File: config.mk
export PLATFORM = sky130hd
export DESIGN_NAME = ifb_bank
export DESIGN_NICKNAME = d
export VERILOG_FILES = /design/src/logic/ifb_pkg.sv /design/src/logic/ifb_bank.sv /design/src/logic/ifb_edge_detect.sv /design/src/logic/ifb_priority.sv
export SDC_FILE = /design/constraint.sdc
export NUM_CORES = 1
export LEC_CHECK = 0
export BUFFER_PORTS_ARGS = -buffer_cell sky130_fd_sc_hd__buf_2
export CORE_MARGIN = 5
export CORE_UTILIZATION = 55
export CTS_CLUSTER_SIZE = 24
export DETAILED_ROUTE_END_ITERATION = 6
export PLACE_DENSITY = 0.84
export SYNTH_ARGS = -nofsm -noshare
export SYNTH_HDL_FRONTEND = slang
export SYNTH_SLANG_ARGS = --single-unit
File: constraint.sdc
create_clock -name clk_sys -period 2.6 [get_ports clk_sys]
set_input_delay 0.52 -clock clk_sys [delete_from_list [all_inputs] [get_ports clk_sys]]
set_output_delay 0.52 -clock clk_sys [all_outputs]
set_load 0.01 [all_outputs]
File: src/logic/ifb_pkg.sv
// ifb_pkg: register indices, bit positions, masks, reset values and
// service vector numbers for the interrupt flag and enable bank.
// assumes: shared by ifb_bank and its helpers, all on clk_sys.
`default_nettype none
package ifb_pkg;
  // special-function register selects
  localparam int unsigned SEL_W = 3;
  localparam logic [2:0] SEL_EXT_EDGE_SELECT = 3'h0;
  localparam logic [2:0] SEL_PRIMARY_ZERO = 3'h1;
  localparam logic [2:0] SEL_PRIMARY_ONE = 3'h2;
  localparam logic [2:0] SEL_PRIMARY_TWO = 3'h3;
  localparam logic [2:0] SEL_GROUP_ZERO = 3'h4;
  localparam logic [2:0] SEL_GROUP_ONE = 3'h5;
  localparam logic [2:0] SEL_GROUP_TWO = 3'h6;
  // writable / readable bits of each register
  localparam logic [7:0] MASK_EXT_EDGE_SELECT = 8'h0F;
  localparam logic [7:0] MASK_PRIMARY_ZERO = 8'h7F;
  localparam logic [7:0] MASK_PRIMARY_ONE = 8'hFF;
  localparam logic [7:0] MASK_PRIMARY_TWO = 8'h77;
  localparam logic [7:0] MASK_GROUP = 8'h33;
  localparam logic [7:0] REG_RESET = 8'h00;
  // edge select field positions and codes
  localparam int unsigned EDGE0_LSB = 0;
  localparam int unsigned EDGE1_LSB = 2;
  localparam logic [1:0] EDGE_OFF = 2'h0;
  localparam logic [1:0] EDGE_RISE = 2'h1;
  localparam logic [1:0] EDGE_FALL = 2'h2;
  localparam logic [1:0] EDGE_BOTH = 2'h3;
  // primary register zero
  localparam int unsigned B_GLOBAL_EN = 0;
  localparam int unsigned B_OVP_EN = 1;
  localparam int unsigned B_OCP_EN = 2;
  localparam int unsigned B_EXT0_EN = 3;
  localparam int unsigned B_OVP_FLAG = 4;
  localparam int unsigned B_OCP_FLAG = 5;
  localparam int unsigned B_EXT0_FLAG = 6;
  // primary register one
  localparam int unsigned B_GRP0_EN = 0;
  localparam int unsigned B_GRP1_EN = 1;
  localparam int unsigned B_GRP2_EN = 2;
  localparam int unsigned B_ADC_EN = 3;
  localparam int unsigned B_GRP0_FLAG = 4;
  localparam int unsigned B_GRP1_FLAG = 5;
  localparam int unsigned B_GRP2_FLAG = 6;
  localparam int unsigned B_ADC_FLAG = 7;
  // primary register two
  localparam int unsigned B_TB0_EN = 0;
  localparam int unsigned B_TB1_EN = 1;
  localparam int unsigned B_EXT1_EN = 2;
  localparam int unsigned B_TB0_FLAG = 4;
  localparam int unsigned B_TB1_FLAG = 5;
  localparam int unsigned B_EXT1_FLAG = 6;
  // group registers: member p at bit 0/4, member a at bit 1/5
  localparam int unsigned B_MEMP_EN = 0;
  localparam int unsigned B_MEMA_EN = 1;
  localparam int unsigned B_MEMP_FLAG = 4;
  localparam int unsigned B_MEMA_FLAG = 5;
  // service vectors, lower number wins
  localparam int unsigned NUM_VEC = 10;
  localparam int unsigned VEC_W = 4;
  localparam logic [3:0] VEC_EXT0 = 4'h0;
  localparam logic [3:0] VEC_OCP = 4'h1;
  localparam logic [3:0] VEC_OVP = 4'h2;
  localparam logic [3:0] VEC_ADC = 4'h3;
  localparam logic [3:0] VEC_GRP0 = 4'h4;
  localparam logic [3:0] VEC_GRP1 = 4'h5;
  localparam logic [3:0] VEC_GRP2 = 4'h6;
  localparam logic [3:0] VEC_TB0 = 4'h7;
  localparam logic [3:0] VEC_TB1 = 4'h8;
  localparam logic [3:0] VEC_EXT1 = 4'h9;
endpackage : ifb_pkg
`default_nettype wire

File: src/logic/ifb_bank.sv
// ifb_bank: interrupt request flags, enables, global enable and edge
// selects, reached as special-function registers, plus the service request.
// assumes: event inputs are one-cycle pulses on clk_sys; pins are async;
// the core raises irq_ack for one cycle when it takes the offered vector.
`default_nettype none
// What this block does
// - pin one edge code: off, rise, fall, both
// - pin zero edge code in low two bits
// - unimplemented bits read zero, ignore writes
// - global enable zero blocks every interrupt
// - control zero flags: pin0 b6, current b5, voltage b4
// - control one flags: conversion b7, groups b6-b4
// - control one enables: conversion b3, groups b2-b0
// - control two flags: pin1 b6, timebases b5, b4
// - control two enables b2-b0, bit 3 unused
// - group zero: timer0 flags b5,b4, enables b1,b0
// - group one: timer1 flags b5,b4, enables b1,b0
// - group two: eeprom, low voltage flags and enables
// - hardware sets flags, software sets enables
// - serviced interrupt diverts core, then resumes
// - sources: pins, timers, protection, timebases, voltage, eeprom, conversion
// - member flag sets group flag; members need software clear
// - service clears global enable and the serviced primary flag; other flags still set
// - pin flag set on selected edge
// - disabled request sets flag, never serviced
module ifb_bank
  import ifb_pkg::*;
(
  input wire logic clk_sys, // system clock, 50 MHz
  input wire logic rst_n, // async reset, active low
  input wire logic [ifb_pkg::SEL_W-1:0] sfr_sel, // register select
  input wire logic sfr_wr, // write strobe, one cycle
  input wire logic [7:0] sfr_wdata, // write data
  output logic [7:0] sfr_rdata, // read data, registered
  input wire logic ext_irq_pin_zero, // external pin 0, async
  input wire logic ext_irq_pin_one, // external pin 1, async
  input wire logic ovp_event, // over-voltage detected
  input wire logic ocp_event, // over-current detected
  input wire logic conv_done_event, // conversion complete
  input wire logic tb0_event, // time base 0 tick
  input wire logic tb1_event, // time base 1 tick
  input wire logic t0_cmpa_event, // timer 0 compare a match
  input wire logic t0_cmpp_event, // timer 0 compare p match
  input wire logic t1_cmpa_event, // timer 1 compare a match
  input wire logic t1_cmpp_event, // timer 1 compare p match
  input wire logic eeprom_event, // data eeprom done
  input wire logic low_voltage_event, // low voltage detected
  output logic irq_req, // service request to core
  output logic [ifb_pkg::VEC_W-1:0] irq_vec, // vector being offered
  input wire logic irq_ack // core takes irq_vec, one cycle
);
  typedef struct packed {
    logic [7:0] ext_edge_select;
    logic [7:0] primary_irq_ctrl_zero;
    logic [7:0] primary_irq_ctrl_one;
    logic [7:0] primary_irq_ctrl_two;
    logic [7:0] group_irq_ctrl_zero;
    logic [7:0] group_irq_ctrl_one;
    logic [7:0] group_irq_ctrl_two;
    logic req;
    logic [VEC_W-1:0] vec;
    logic [7:0] rdata;
  } ifb_bank_state_t;

  ifb_bank_state_t s_reg;
  ifb_bank_state_t s_next;
  logic ext_pin0_edge;
  logic ext_pin1_edge;
  logic [NUM_VEC-1:0] pend_req;
  logic pend_any;
  logic [VEC_W-1:0] pend_idx;

  // masked byte for one register select
  function automatic logic [7:0] sel_mask(input logic [SEL_W-1:0] sel);
    case (sel)
      SEL_EXT_EDGE_SELECT: return MASK_EXT_EDGE_SELECT;
      SEL_PRIMARY_ZERO: return MASK_PRIMARY_ZERO;
      SEL_PRIMARY_ONE: return MASK_PRIMARY_ONE;
      SEL_PRIMARY_TWO: return MASK_PRIMARY_TWO;
      SEL_GROUP_ZERO: return MASK_GROUP;
      SEL_GROUP_ONE: return MASK_GROUP;
      SEL_GROUP_TWO: return MASK_GROUP;
      default: return 8'h00;
    endcase
  endfunction : sel_mask

  // group pending: any member holding both flag and enable
  function automatic logic member_live(input logic [7:0] g);
    return (g[B_MEMP_FLAG] & g[B_MEMP_EN]) | (g[B_MEMA_FLAG] & g[B_MEMA_EN]);
  endfunction : member_live

  // edge detectors on the two external pins
  ifb_edge_detect u_edge0 (
    .clk_sys(clk_sys),
    .rst_n(rst_n),
    .pin_async(ext_irq_pin_zero),
    .edge_sel(s_reg.ext_edge_select[EDGE0_LSB+:2]),
    .edge_pulse(ext_pin0_edge)
  );

  ifb_edge_detect u_edge1 (
    .clk_sys(clk_sys),
    .rst_n(rst_n),
    .pin_async(ext_irq_pin_one),
    .edge_sel(s_reg.ext_edge_select[EDGE1_LSB+:2]),
    .edge_pulse(ext_pin1_edge)
  );

  // enabled pending requests in priority order
  always_comb
  begin
    pend_req = '0;
    pend_req[VEC_EXT0] = s_reg.primary_irq_ctrl_zero[B_EXT0_FLAG] & s_reg.primary_irq_ctrl_zero[B_EXT0_EN];
    pend_req[VEC_OCP] = s_reg.primary_irq_ctrl_zero[B_OCP_FLAG] & s_reg.primary_irq_ctrl_zero[B_OCP_EN];
    pend_req[VEC_OVP] = s_reg.primary_irq_ctrl_zero[B_OVP_FLAG] & s_reg.primary_irq_ctrl_zero[B_OVP_EN];
    pend_req[VEC_ADC] = s_reg.primary_irq_ctrl_one[B_ADC_FLAG] & s_reg.primary_irq_ctrl_one[B_ADC_EN];
    pend_req[VEC_GRP0] = s_reg.primary_irq_ctrl_one[B_GRP0_FLAG] & s_reg.primary_irq_ctrl_one[B_GRP0_EN]
      & member_live(s_reg.group_irq_ctrl_zero);
    pend_req[VEC_GRP1] = s_reg.primary_irq_ctrl_one[B_GRP1_FLAG] & s_reg.primary_irq_ctrl_one[B_GRP1_EN]
      & member_live(s_reg.group_irq_ctrl_one);
    pend_req[VEC_GRP2] = s_reg.primary_irq_ctrl_one[B_GRP2_FLAG] & s_reg.primary_irq_ctrl_one[B_GRP2_EN]
      & member_live(s_reg.group_irq_ctrl_two);
    pend_req[VEC_TB0] = s_reg.primary_irq_ctrl_two[B_TB0_FLAG] & s_reg.primary_irq_ctrl_two[B_TB0_EN];
    pend_req[VEC_TB1] = s_reg.primary_irq_ctrl_two[B_TB1_FLAG] & s_reg.primary_irq_ctrl_two[B_TB1_EN];
    pend_req[VEC_EXT1] = s_reg.primary_irq_ctrl_two[B_EXT1_FLAG] & s_reg.primary_irq_ctrl_two[B_EXT1_EN];
  end

  // fixed priority pick
  ifb_priority #(
    .N(NUM_VEC)
  ) u_prio (
    .req(pend_req),
    .any_req(pend_any),
    .win_idx(pend_idx)
  );

  // next state: write, service clear, then hardware sets (set wins)
  always_comb
  begin
    logic [7:0] wval;
    logic [7:0] g0_old;
    logic [7:0] g1_old;
    logic [7:0] g2_old;
    logic take;
    s_next = s_reg;
    wval = sfr_wdata & sel_mask(sfr_sel);
    g0_old = s_reg.group_irq_ctrl_zero;
    g1_old = s_reg.group_irq_ctrl_one;
    g2_old = s_reg.group_irq_ctrl_two;
    take = irq_ack & s_reg.req;
    // software writes of flags and enables
    if (sfr_wr)
    begin
      case (sfr_sel)
        SEL_EXT_EDGE_SELECT: s_next.ext_edge_select = wval;
        SEL_PRIMARY_ZERO: s_next.primary_irq_ctrl_zero = wval;
        SEL_PRIMARY_ONE: s_next.primary_irq_ctrl_one = wval;
        SEL_PRIMARY_TWO: s_next.primary_irq_ctrl_two = wval;
        SEL_GROUP_ZERO: s_next.group_irq_ctrl_zero = wval;
        SEL_GROUP_ONE: s_next.group_irq_ctrl_one = wval;
        SEL_GROUP_TWO: s_next.group_irq_ctrl_two = wval;
        default: s_next.rdata = s_next.rdata;
      endcase
    end
    // service taken: drop global enable and the serviced primary flag
    if (take)
    begin
      s_next.primary_irq_ctrl_zero[B_GLOBAL_EN] = 1'b0;
      case (s_reg.vec)
        VEC_EXT0: s_next.primary_irq_ctrl_zero[B_EXT0_FLAG] = 1'b0;
        VEC_OCP: s_next.primary_irq_ctrl_zero[B_OCP_FLAG] = 1'b0;
        VEC_OVP: s_next.primary_irq_ctrl_zero[B_OVP_FLAG] = 1'b0;
        VEC_ADC: s_next.primary_irq_ctrl_one[B_ADC_FLAG] = 1'b0;
        VEC_GRP0: s_next.primary_irq_ctrl_one[B_GRP0_FLAG] = 1'b0;
        VEC_GRP1: s_next.primary_irq_ctrl_one[B_GRP1_FLAG] = 1'b0;
        VEC_GRP2: s_next.primary_irq_ctrl_one[B_GRP2_FLAG] = 1'b0;
        VEC_TB0: s_next.primary_irq_ctrl_two[B_TB0_FLAG] = 1'b0;
        VEC_TB1: s_next.primary_irq_ctrl_two[B_TB1_FLAG] = 1'b0;
        VEC_EXT1: s_next.primary_irq_ctrl_two[B_EXT1_FLAG] = 1'b0;
        default: s_next.req = 1'b0;
      endcase
    end
    // hardware event sets, applied last so a same-cycle clear loses
    if (ext_pin0_edge)
      s_next.primary_irq_ctrl_zero[B_EXT0_FLAG] = 1'b1;
    if (ocp_event)
      s_next.primary_irq_ctrl_zero[B_OCP_FLAG] = 1'b1;
    if (ovp_event)
      s_next.primary_irq_ctrl_zero[B_OVP_FLAG] = 1'b1;
    if (conv_done_event)
      s_next.primary_irq_ctrl_one[B_ADC_FLAG] = 1'b1;
    if (ext_pin1_edge)
      s_next.primary_irq_ctrl_two[B_EXT1_FLAG] = 1'b1;
    if (tb1_event)
      s_next.primary_irq_ctrl_two[B_TB1_FLAG] = 1'b1;
    if (tb0_event)
      s_next.primary_irq_ctrl_two[B_TB0_FLAG] = 1'b1;
    if (t0_cmpa_event)
      s_next.group_irq_ctrl_zero[B_MEMA_FLAG] = 1'b1;
    if (t0_cmpp_event)
      s_next.group_irq_ctrl_zero[B_MEMP_FLAG] = 1'b1;
    if (t1_cmpa_event)
      s_next.group_irq_ctrl_one[B_MEMA_FLAG] = 1'b1;
    if (t1_cmpp_event)
      s_next.group_irq_ctrl_one[B_MEMP_FLAG] = 1'b1;
    if (eeprom_event)
      s_next.group_irq_ctrl_two[B_MEMA_FLAG] = 1'b1;
    if (low_voltage_event)
      s_next.group_irq_ctrl_two[B_MEMP_FLAG] = 1'b1;
    // a member flag going from clear to set raises its group flag
    if (|(s_next.group_irq_ctrl_zero[B_MEMA_FLAG:B_MEMP_FLAG] & ~g0_old[B_MEMA_FLAG:B_MEMP_FLAG]))
      s_next.primary_irq_ctrl_one[B_GRP0_FLAG] = 1'b1;
    if (|(s_next.group_irq_ctrl_one[B_MEMA_FLAG:B_MEMP_FLAG] & ~g1_old[B_MEMA_FLAG:B_MEMP_FLAG]))
      s_next.primary_irq_ctrl_one[B_GRP1_FLAG] = 1'b1;
    if (|(s_next.group_irq_ctrl_two[B_MEMA_FLAG:B_MEMP_FLAG] & ~g2_old[B_MEMA_FLAG:B_MEMP_FLAG]))
      s_next.primary_irq_ctrl_one[B_GRP2_FLAG] = 1'b1;
    // offer the winner only while the global enable is set and not just taken
    s_next.req = pend_any & s_next.primary_irq_ctrl_zero[B_GLOBAL_EN] & ~take;
    s_next.vec = pend_idx;
    // registered read path; unmapped selects read zero
    case (sfr_sel)
      SEL_EXT_EDGE_SELECT: s_next.rdata = s_reg.ext_edge_select & MASK_EXT_EDGE_SELECT;
      SEL_PRIMARY_ZERO: s_next.rdata = s_reg.primary_irq_ctrl_zero & MASK_PRIMARY_ZERO;
      SEL_PRIMARY_ONE: s_next.rdata = s_reg.primary_irq_ctrl_one & MASK_PRIMARY_ONE;
      SEL_PRIMARY_TWO: s_next.rdata = s_reg.primary_irq_ctrl_two & MASK_PRIMARY_TWO;
      SEL_GROUP_ZERO: s_next.rdata = s_reg.group_irq_ctrl_zero & MASK_GROUP;
      SEL_GROUP_ONE: s_next.rdata = s_reg.group_irq_ctrl_one & MASK_GROUP;
      SEL_GROUP_TWO: s_next.rdata = s_reg.group_irq_ctrl_two & MASK_GROUP;
      default: s_next.rdata = 8'h00;
    endcase
  end

  // state register, all cleared at reset
  always_ff @(posedge clk_sys or negedge rst_n)
  begin
    if (!rst_n)
    begin
      s_reg.ext_edge_select <= REG_RESET;
      s_reg.primary_irq_ctrl_zero <= REG_RESET;
      s_reg.primary_irq_ctrl_one <= REG_RESET;
      s_reg.primary_irq_ctrl_two <= REG_RESET;
      s_reg.group_irq_ctrl_zero <= REG_RESET;
      s_reg.group_irq_ctrl_one <= REG_RESET;
      s_reg.group_irq_ctrl_two <= REG_RESET;
      s_reg.req <= 1'b0;
      s_reg.vec <= '0;
      s_reg.rdata <= REG_RESET;
    end
    else
      s_reg <= s_next;
  end

  // outputs straight from flip-flops
  assign sfr_rdata = s_reg.rdata;
  assign irq_req = s_reg.req;
  assign irq_vec = s_reg.vec;
endmodule : ifb_bank
`default_nettype wire

File: src/logic/ifb_edge_detect.sv
// ifb_edge_detect: synchronises one external interrupt pin and reports
// the edge kind chosen by a two-bit select as a one-cycle pulse.
// assumes: pin is asynchronous to clk_sys; select comes from clk_sys logic.
`default_nettype none
module ifb_edge_detect
  import ifb_pkg::*;
(
  input wire logic clk_sys, // system clock
  input wire logic rst_n, // async reset, active low
  input wire logic pin_async, // raw pin level
  input wire logic [1:0] edge_sel, // edge select code
  output logic edge_pulse // one-cycle edge event
);
  typedef struct packed {
    logic sync1;
    logic sync2;
    logic prev;
  } ifb_edge_state_t;

  ifb_edge_state_t s_reg;
  ifb_edge_state_t s_next;

  // two-stage synchroniser then one history stage
  always_comb
  begin
    s_next = s_reg;
    s_next.sync1 = pin_async;
    s_next.sync2 = s_reg.sync1;
    s_next.prev = s_reg.sync2;
  end

  always_ff @(posedge clk_sys or negedge rst_n)
  begin
    if (!rst_n)
      s_reg <= '0;
    else
      s_reg <= s_next;
  end

  // decode of the select code
  always_comb
  begin
    case (edge_sel)
      EDGE_OFF: edge_pulse = 1'b0;
      EDGE_RISE: edge_pulse = s_reg.sync2 & ~s_reg.prev;
      EDGE_FALL: edge_pulse = ~s_reg.sync2 & s_reg.prev;
      EDGE_BOTH: edge_pulse = s_reg.sync2 ^ s_reg.prev;
      default: edge_pulse = 1'b0;
    endcase
  end
endmodule : ifb_edge_detect
`default_nettype wire

File: src/logic/ifb_priority.sv
// ifb_priority: fixed-priority pick among enabled requests, index 0 first.
// assumes: purely combinational; the caller registers the result.
`default_nettype none
module ifb_priority
  import ifb_pkg::*;
#(
  parameter int unsigned N = NUM_VEC
)
(
  input wire logic [N-1:0] req, // enabled pending requests
  output logic any_req, // at least one request
  output logic [VEC_W-1:0] win_idx // winning index
);
  // lowest set index of a request vector
  function automatic logic [VEC_W-1:0] first_set(input logic [N-1:0] v);
    logic [VEC_W-1:0] idx;
    idx = '0;
    for (int i = N - 1; i >= 0; i--)
    begin
      if (v[i])
        idx = VEC_W'(i);
    end
    return idx;
  endfunction : first_set

  // winner and presence
  assign any_req = |req;
  assign win_idx = first_set(req);
endmodule : ifb_priority
`default_nettype wire

==> results of run 1 <==
-- kinds of logic after synthesis --
kind of cell / synth area share
fa+ha+maj: 0.0171
compound gates: 0.138
simple gates: 0.165
mux: 0.137
buf+inv: 0.0650
flops: 0.479
-- layer usage --
| layer | wire length, µm | GRT usage |
|---|---|---|
| met3 | 502 | 0.0564 |
| met5 | 0 | 0 |
| met2 | 3290 | 0.326 |
| met4 | 263 | 0.0951 |
| met1 | 2850 | 0.265 |
-- Yosys cell counts (all sizes together) (4+ instances only) --
cell type and number:
nor4 5, nand2 25, dfrtp 56, o221ai 6, a22oi 7, nor2 19
buf 21, mux2 20, nor2b 6, mux2i 13, nand3 9, nand2b 7
ha 4, a21oi 9, inv 7
-- cell type report --
cell class | count | share of cell area
inverter | 7 | 0.00822
clock buffer | 7 | 0.0301
timing repair buffer | 41 | 0.0689
tap | 70 | 0.0274
multi-input combinational | 178 | 0.418
sequential | 56 | 0.438
clock inverter | 1 | 0.00939
-- power groups by stage --
stage / clock network [W] / registers, W / logic (W)
final: 0.000610 / 0.00119 / 0.000555
after global routing: 0.000654 / 0.00120 / 0.000611
after CTS: 0.000614 / 0.00118 / 0.000551
after detailed placement: 0 / 0.00119 / 0.000542
after global placement: 0 / 0.00119 / 0.000520
after floorplan: 0 / 0.00114 / 0.000431
-- final timing paths --
| check | slack, ns | endpoint | depth (start not counted) | start |
|---|---|---|---|---|
| worst max register to register | 0.94 | irq_vec[1] | 4 | s_reg[17] |
| worst min-delay path | 0.22 | sfr_rdata[2] | 1 | rst_n |
| worst max-delay path | 0.94 | irq_vec[1] | 4 | s_reg[17] |
| max in group asynchronous | 1.82 | s_reg[56] | 2 | rst_n |
| worst min register to register | 0.36 | u_edge1.s_next[0] | 0 | u_edge1.s_next[1] |
| min in group clk_sys | 0.31 | u_edge0.s_next[1] | 1 | ext_irq_pin_zero |
-- through the flow --
| stage | area [µm²] | std cells | utilization | setup WS (ns) |
|---|---|---|---|---|
| 6_report | 3200 | 360 | 0.622 | 0.938 |
| 5_1_grt | 3200 | 360 | 0.622 | 0.857 |
| 4_1_cts | 3200 | 360 | 0.622 | 0.947 |
| 3_5_place_dp | 3070 | 352 | 0.598 | 0.659 |
| 3_3_place_gp | 3070 | 352 | 0.598 | 0.704 |
| 2_1_floorplan | 2930 | 263 | - | 1.01 |
==> reports/results.txt, run 1 <==
Die Y-Extent: 83.0 µm
Final hold vios: 0
1st-iter DRT viols: 226
Cell family with most CP delay: compound AO/OA/AOI/OAI gates
Global-route wire length before repair: 11500 µm
Avg Inst Size Synth: 11.1 µm²
Die extent in x: 83.0 µm
Rel. slew slack: 0.588
CTS tree: yes
First-pass DRT Iterations: 6
Final min period: 1.66 ns
Sequential area share after synthesis: 0.479
Cts bufs inserted: 5
Clock skew: 0.00772 ns
Fraction of registers with async set/reset: 1.00
Clk sink count: 56
Classification of the worst-slack hold path: input pin to async pin
Critical-path cell list: a22o_1 -> a32o_2 -> o221ai_1 -> a222oi_1
Share of cells above drive strength 1: 0.290
Yosys top cell by area: dfrtp_1
Post-CTS resize count: 0
IO Port Bufs: 40
Max reg flops: 37
Yosys warns: 0
GP Congestion: 0.893
Comb power frac: 0.236
Internal: 0.00162 W
Syn Nets: 295
H-tree levels: 2
Final ANT Viol Nets: 0
Dpl hpwl: 5090 µm
CTS root buf: clkbuf_8
Critical path class: flop to flop
Vias/cell: 6.18
RSZ-0062 raised after global routing: false
CP Buf/Inv Count: 0
PD cells: 735 nW/µm²
CORE AREA: 5140 µm²
CP endpoint kind: flop
Clock transition at the registers of the reported paths: 0.10 ns
Multi-input logic area: 1340 µm²
Clock power share: 0.260
Slowest library cell on the worst path: dfrtp_1
Max-slew violations: 0
WP data arrival: 1.82 ns
Number of global-route vias before repair: 2237
Synth Flop Type: dfrtp_1
Syn-to-layout area delta: 9.23%
Setup TNS: 0 ns
CTS max path bufs: 2
Part of the cycle the worst path needs: 0.639
Ports: 41
Initial Utilization: 0.570
Hold_ws: 0.217 ns
CP Max Fanout: 5
Outcome: finished clean
Critical path launch point type: flop
Post-layout net count: 321
DIE AREA: 6880 µm²
WL final: 6900 µm
Filler Cell Count: 443
Peak VDD IR: 417 µV
Sequential Power Share: 0.504
Most frequent cells in the layout: 56 x dfrtp_1, 40 x buf_2, 25 x nand2_1
Leak: 1.44 nW
#FFs+latches synth: 56
Avg WL per Cell: 19.2 µm
N_diodes: 0
GRT Util Overall: 0.207
Global route overflow: 0
Synth area leaders: dfrtp_1 48%, mux2_2 7.7%, mux2i_1 4.4%
Net switching share of the total power: 0.310
Psw: 0.000729 W
Worst path max stage delay: 0.48 ns
# Max-Cap Violations: 0
# hold bufs at CTS: 0
Post-Synthesis Cells: 263
Area share of the leading cell type in the synthesized netlist: 0.479
Cell area after synthesis: 2930 µm²
Total power: 0.00235 W
Largest net degree at the start of global routing: 30
Post-CTS setup buffers: 0
Final setup vio count: 0
Netlist cell types: 55
Most common cell after layout, fill and taps aside: dfrtp_1
Worst-Skew Late Latency: 0.31 ns
Worst-Margin Slew: 0.617 ns
Row cnt: 26
EDFF count, synth: 0
Post-route DRC: 0
Worst EP required: 2.76 ns
F_max: 602 MHz
Antenna violations before repair: 0
Via count: 2223
Sequential Area: 1400 µm²
Note: power is estimated with default switching activity, not from simulation.
==> run 2, diff against run 1 <==
Clock period 2.6 ns to 1.67 ns, I/O delays scaled along.
==> run 2 against run 1 <==
Net effect: non-clock buffer count increased by 8; utilization increased by 0.46 points; via count up 1.7%; flip-flop and latch count is the same; combinational power up 57%; wire length decreased by 2.1%; worst hold slack got worse by 0.21 ns; power is 48% higher; fmax rose by 6.7%.
==> reports/results.txt, run 2 (same netlist as run 1, synthesis figures left out) <==
Worst-Margin Slew: 0.399 ns
Worst-Skew Late Latency: 0.32 ns
Post-CTS resize count: 0
Leak: 1.46 nW
Largest net degree at the start of global routing: 57
Post-CTS setup buffers: 0
CP Max Fanout: 3
Vias/cell: 6.14
First-pass DRT Iterations: 5
Final min period: 1.56 ns
Part of the cycle the worst path needs: 0.932
CTS max path bufs: 2
# hold bufs at CTS: 0
Avg WL per Cell: 18.4 µm
N_diodes: 0
Max-slew violations: 0
RR Startpoint: s_reg[17]
Pre-CTS WS: 0.0445 ns
Rel. slew slack: 0.734
RSZ-0062 raised after global routing: false
Final setup margin: 0.113 ns
R2R setup slack: 0.11 ns
Critical path class: flop to flop
WP data arrival: 1.80 ns
GRT Util Overall: 0.204
Via count: 2260
Setup TNS: 0 ns
# Max-Cap Violations: 0
Dpl hpwl: 5060 µm
Peak VDD IR: 649 µV
CTS root buf: clkbuf_8
F_max: 642 MHz
Die extent in x: 83.0 µm
Clock skew: 0.0115 ns
Sequential Area: 1400 µm²
CORE AREA: 5140 µm²
Row cnt: 26
Critical path launch point type: flop
PD cells: 1080 nW/µm²
GP Congestion: 0.933
Most frequent cells in the layout: 56 x dfrtp_1, 40 x buf_2, 25 x nand2_1
Ports: 41
CP endpoint kind: flop
Die Y-Extent: 83.0 µm
Most common cell after layout, fill and taps aside: dfrtp_1
H-tree levels: 2
DIE AREA: 6880 µm²
Clk sink count: 56
Clock transition at the registers of the reported paths: 0.11 ns
WL final: 6760 µm
Reg-to-Reg End: irq_vec[3]
Outcome: finished clean
Share of cells above drive strength 1: 0.309
Antenna violations before repair: 0
Final ANT Viol Nets: 0
Number of global-route vias before repair: 2234
Global route overflow: 0
Filler Cell Count: 431
Global-route wire length before repair: 11400 µm
Worst EP required: 1.92 ns
1st-iter DRT viols: 227
Final setup vio count: 0
Post-layout net count: 329
Classification of the worst-slack hold path: input pin to async pin
Post-route DRC: 0
Multi-input logic area: 1340 µm²
Max reg flops: 37
IO Port Bufs: 40
Cts bufs inserted: 5
R2R cell count: 4
CTS tree: yes
Initial Utilization: 0.570
Syn-to-layout area delta: 10.0%
Final hold vios: 0
==> run 2: cell type report <==
| class | count | share of cell area |
|---|---|---|
| Tap cell | 70 | 0.0272 |
| Timing Repair Buffer | 49 | 0.0870 |
| Sequential cell | 56 | 0.435 |
| Clock buffer | 5 | 0.0214 |
| Inverter | 7 | 0.00816 |
| Multi-Input combinational cell | 178 | 0.415 |
| Clock inverter | 3 | 0.00660 |
==> run 2: worst max path at each step <==
stage	from	end	slack (ns)	cells past startpoint
floorplan	sfr_sel[0]	s_reg[18]	0.27	5
global placement	sfr_sel[1]	s_reg[18]	0.09	5
detailed placement	sfr_sel[1]	s_reg[58]	0.04	5
CTS	s_reg[17]	irq_vec[3]	0.09	4
global route	s_reg[13]	irq_vec[3]	0.003	4
finish	s_reg[17]	irq_vec[3]	0.11	4
==> run 2: power by group <==
group          internal, W  switching, W  total [W]  leakage (nW)
logic             0.000425      0.000448   0.000873         0.779
registers          0.00158      0.000263    0.00185         0.639
clock network     0.000299      0.000463   0.000762        0.0445
total              0.00231       0.00117    0.00348          1.46
==> run 2: per-layer routing <==
metal,global-route usage,vias up,share of wire
met3,0.0525,24,0.072
met2,0.323,110,0.48
li1,-,1016,-
met4,0.0728,0,0.033
met1,0.271,1110,0.41
met5,0,-,0
==> run 2: critical path, cell delays in order, from the launching register on <==
cell     delay, ns
dfrtp_1       0.40
a22o_1        0.27
a32o_2        0.31
nor4_2        0.34
nor2b_1       0.17
==> run 2: per-stage QoR <==
stage / total power [W] / hold slack [ns] / utilization / instances / instance area (µm²)
2_1_floorplan: 0.00244 / 0.0384 / - / 263 / 2930
3_3_place_gp: 0.00268 / 0.342 / 0.609 / 360 / 3130
3_5_place_dp: 0.00272 / 0.337 / 0.609 / 360 / 3130
4_1_cts: 0.00348 / 0.0102 / 0.627 / 368 / 3220
5_1_grt: 0.00367 / 0.0273 / 0.627 / 368 / 3220
6_report: 0.00348 / 0.00225 / 0.627 / 368 / 3220
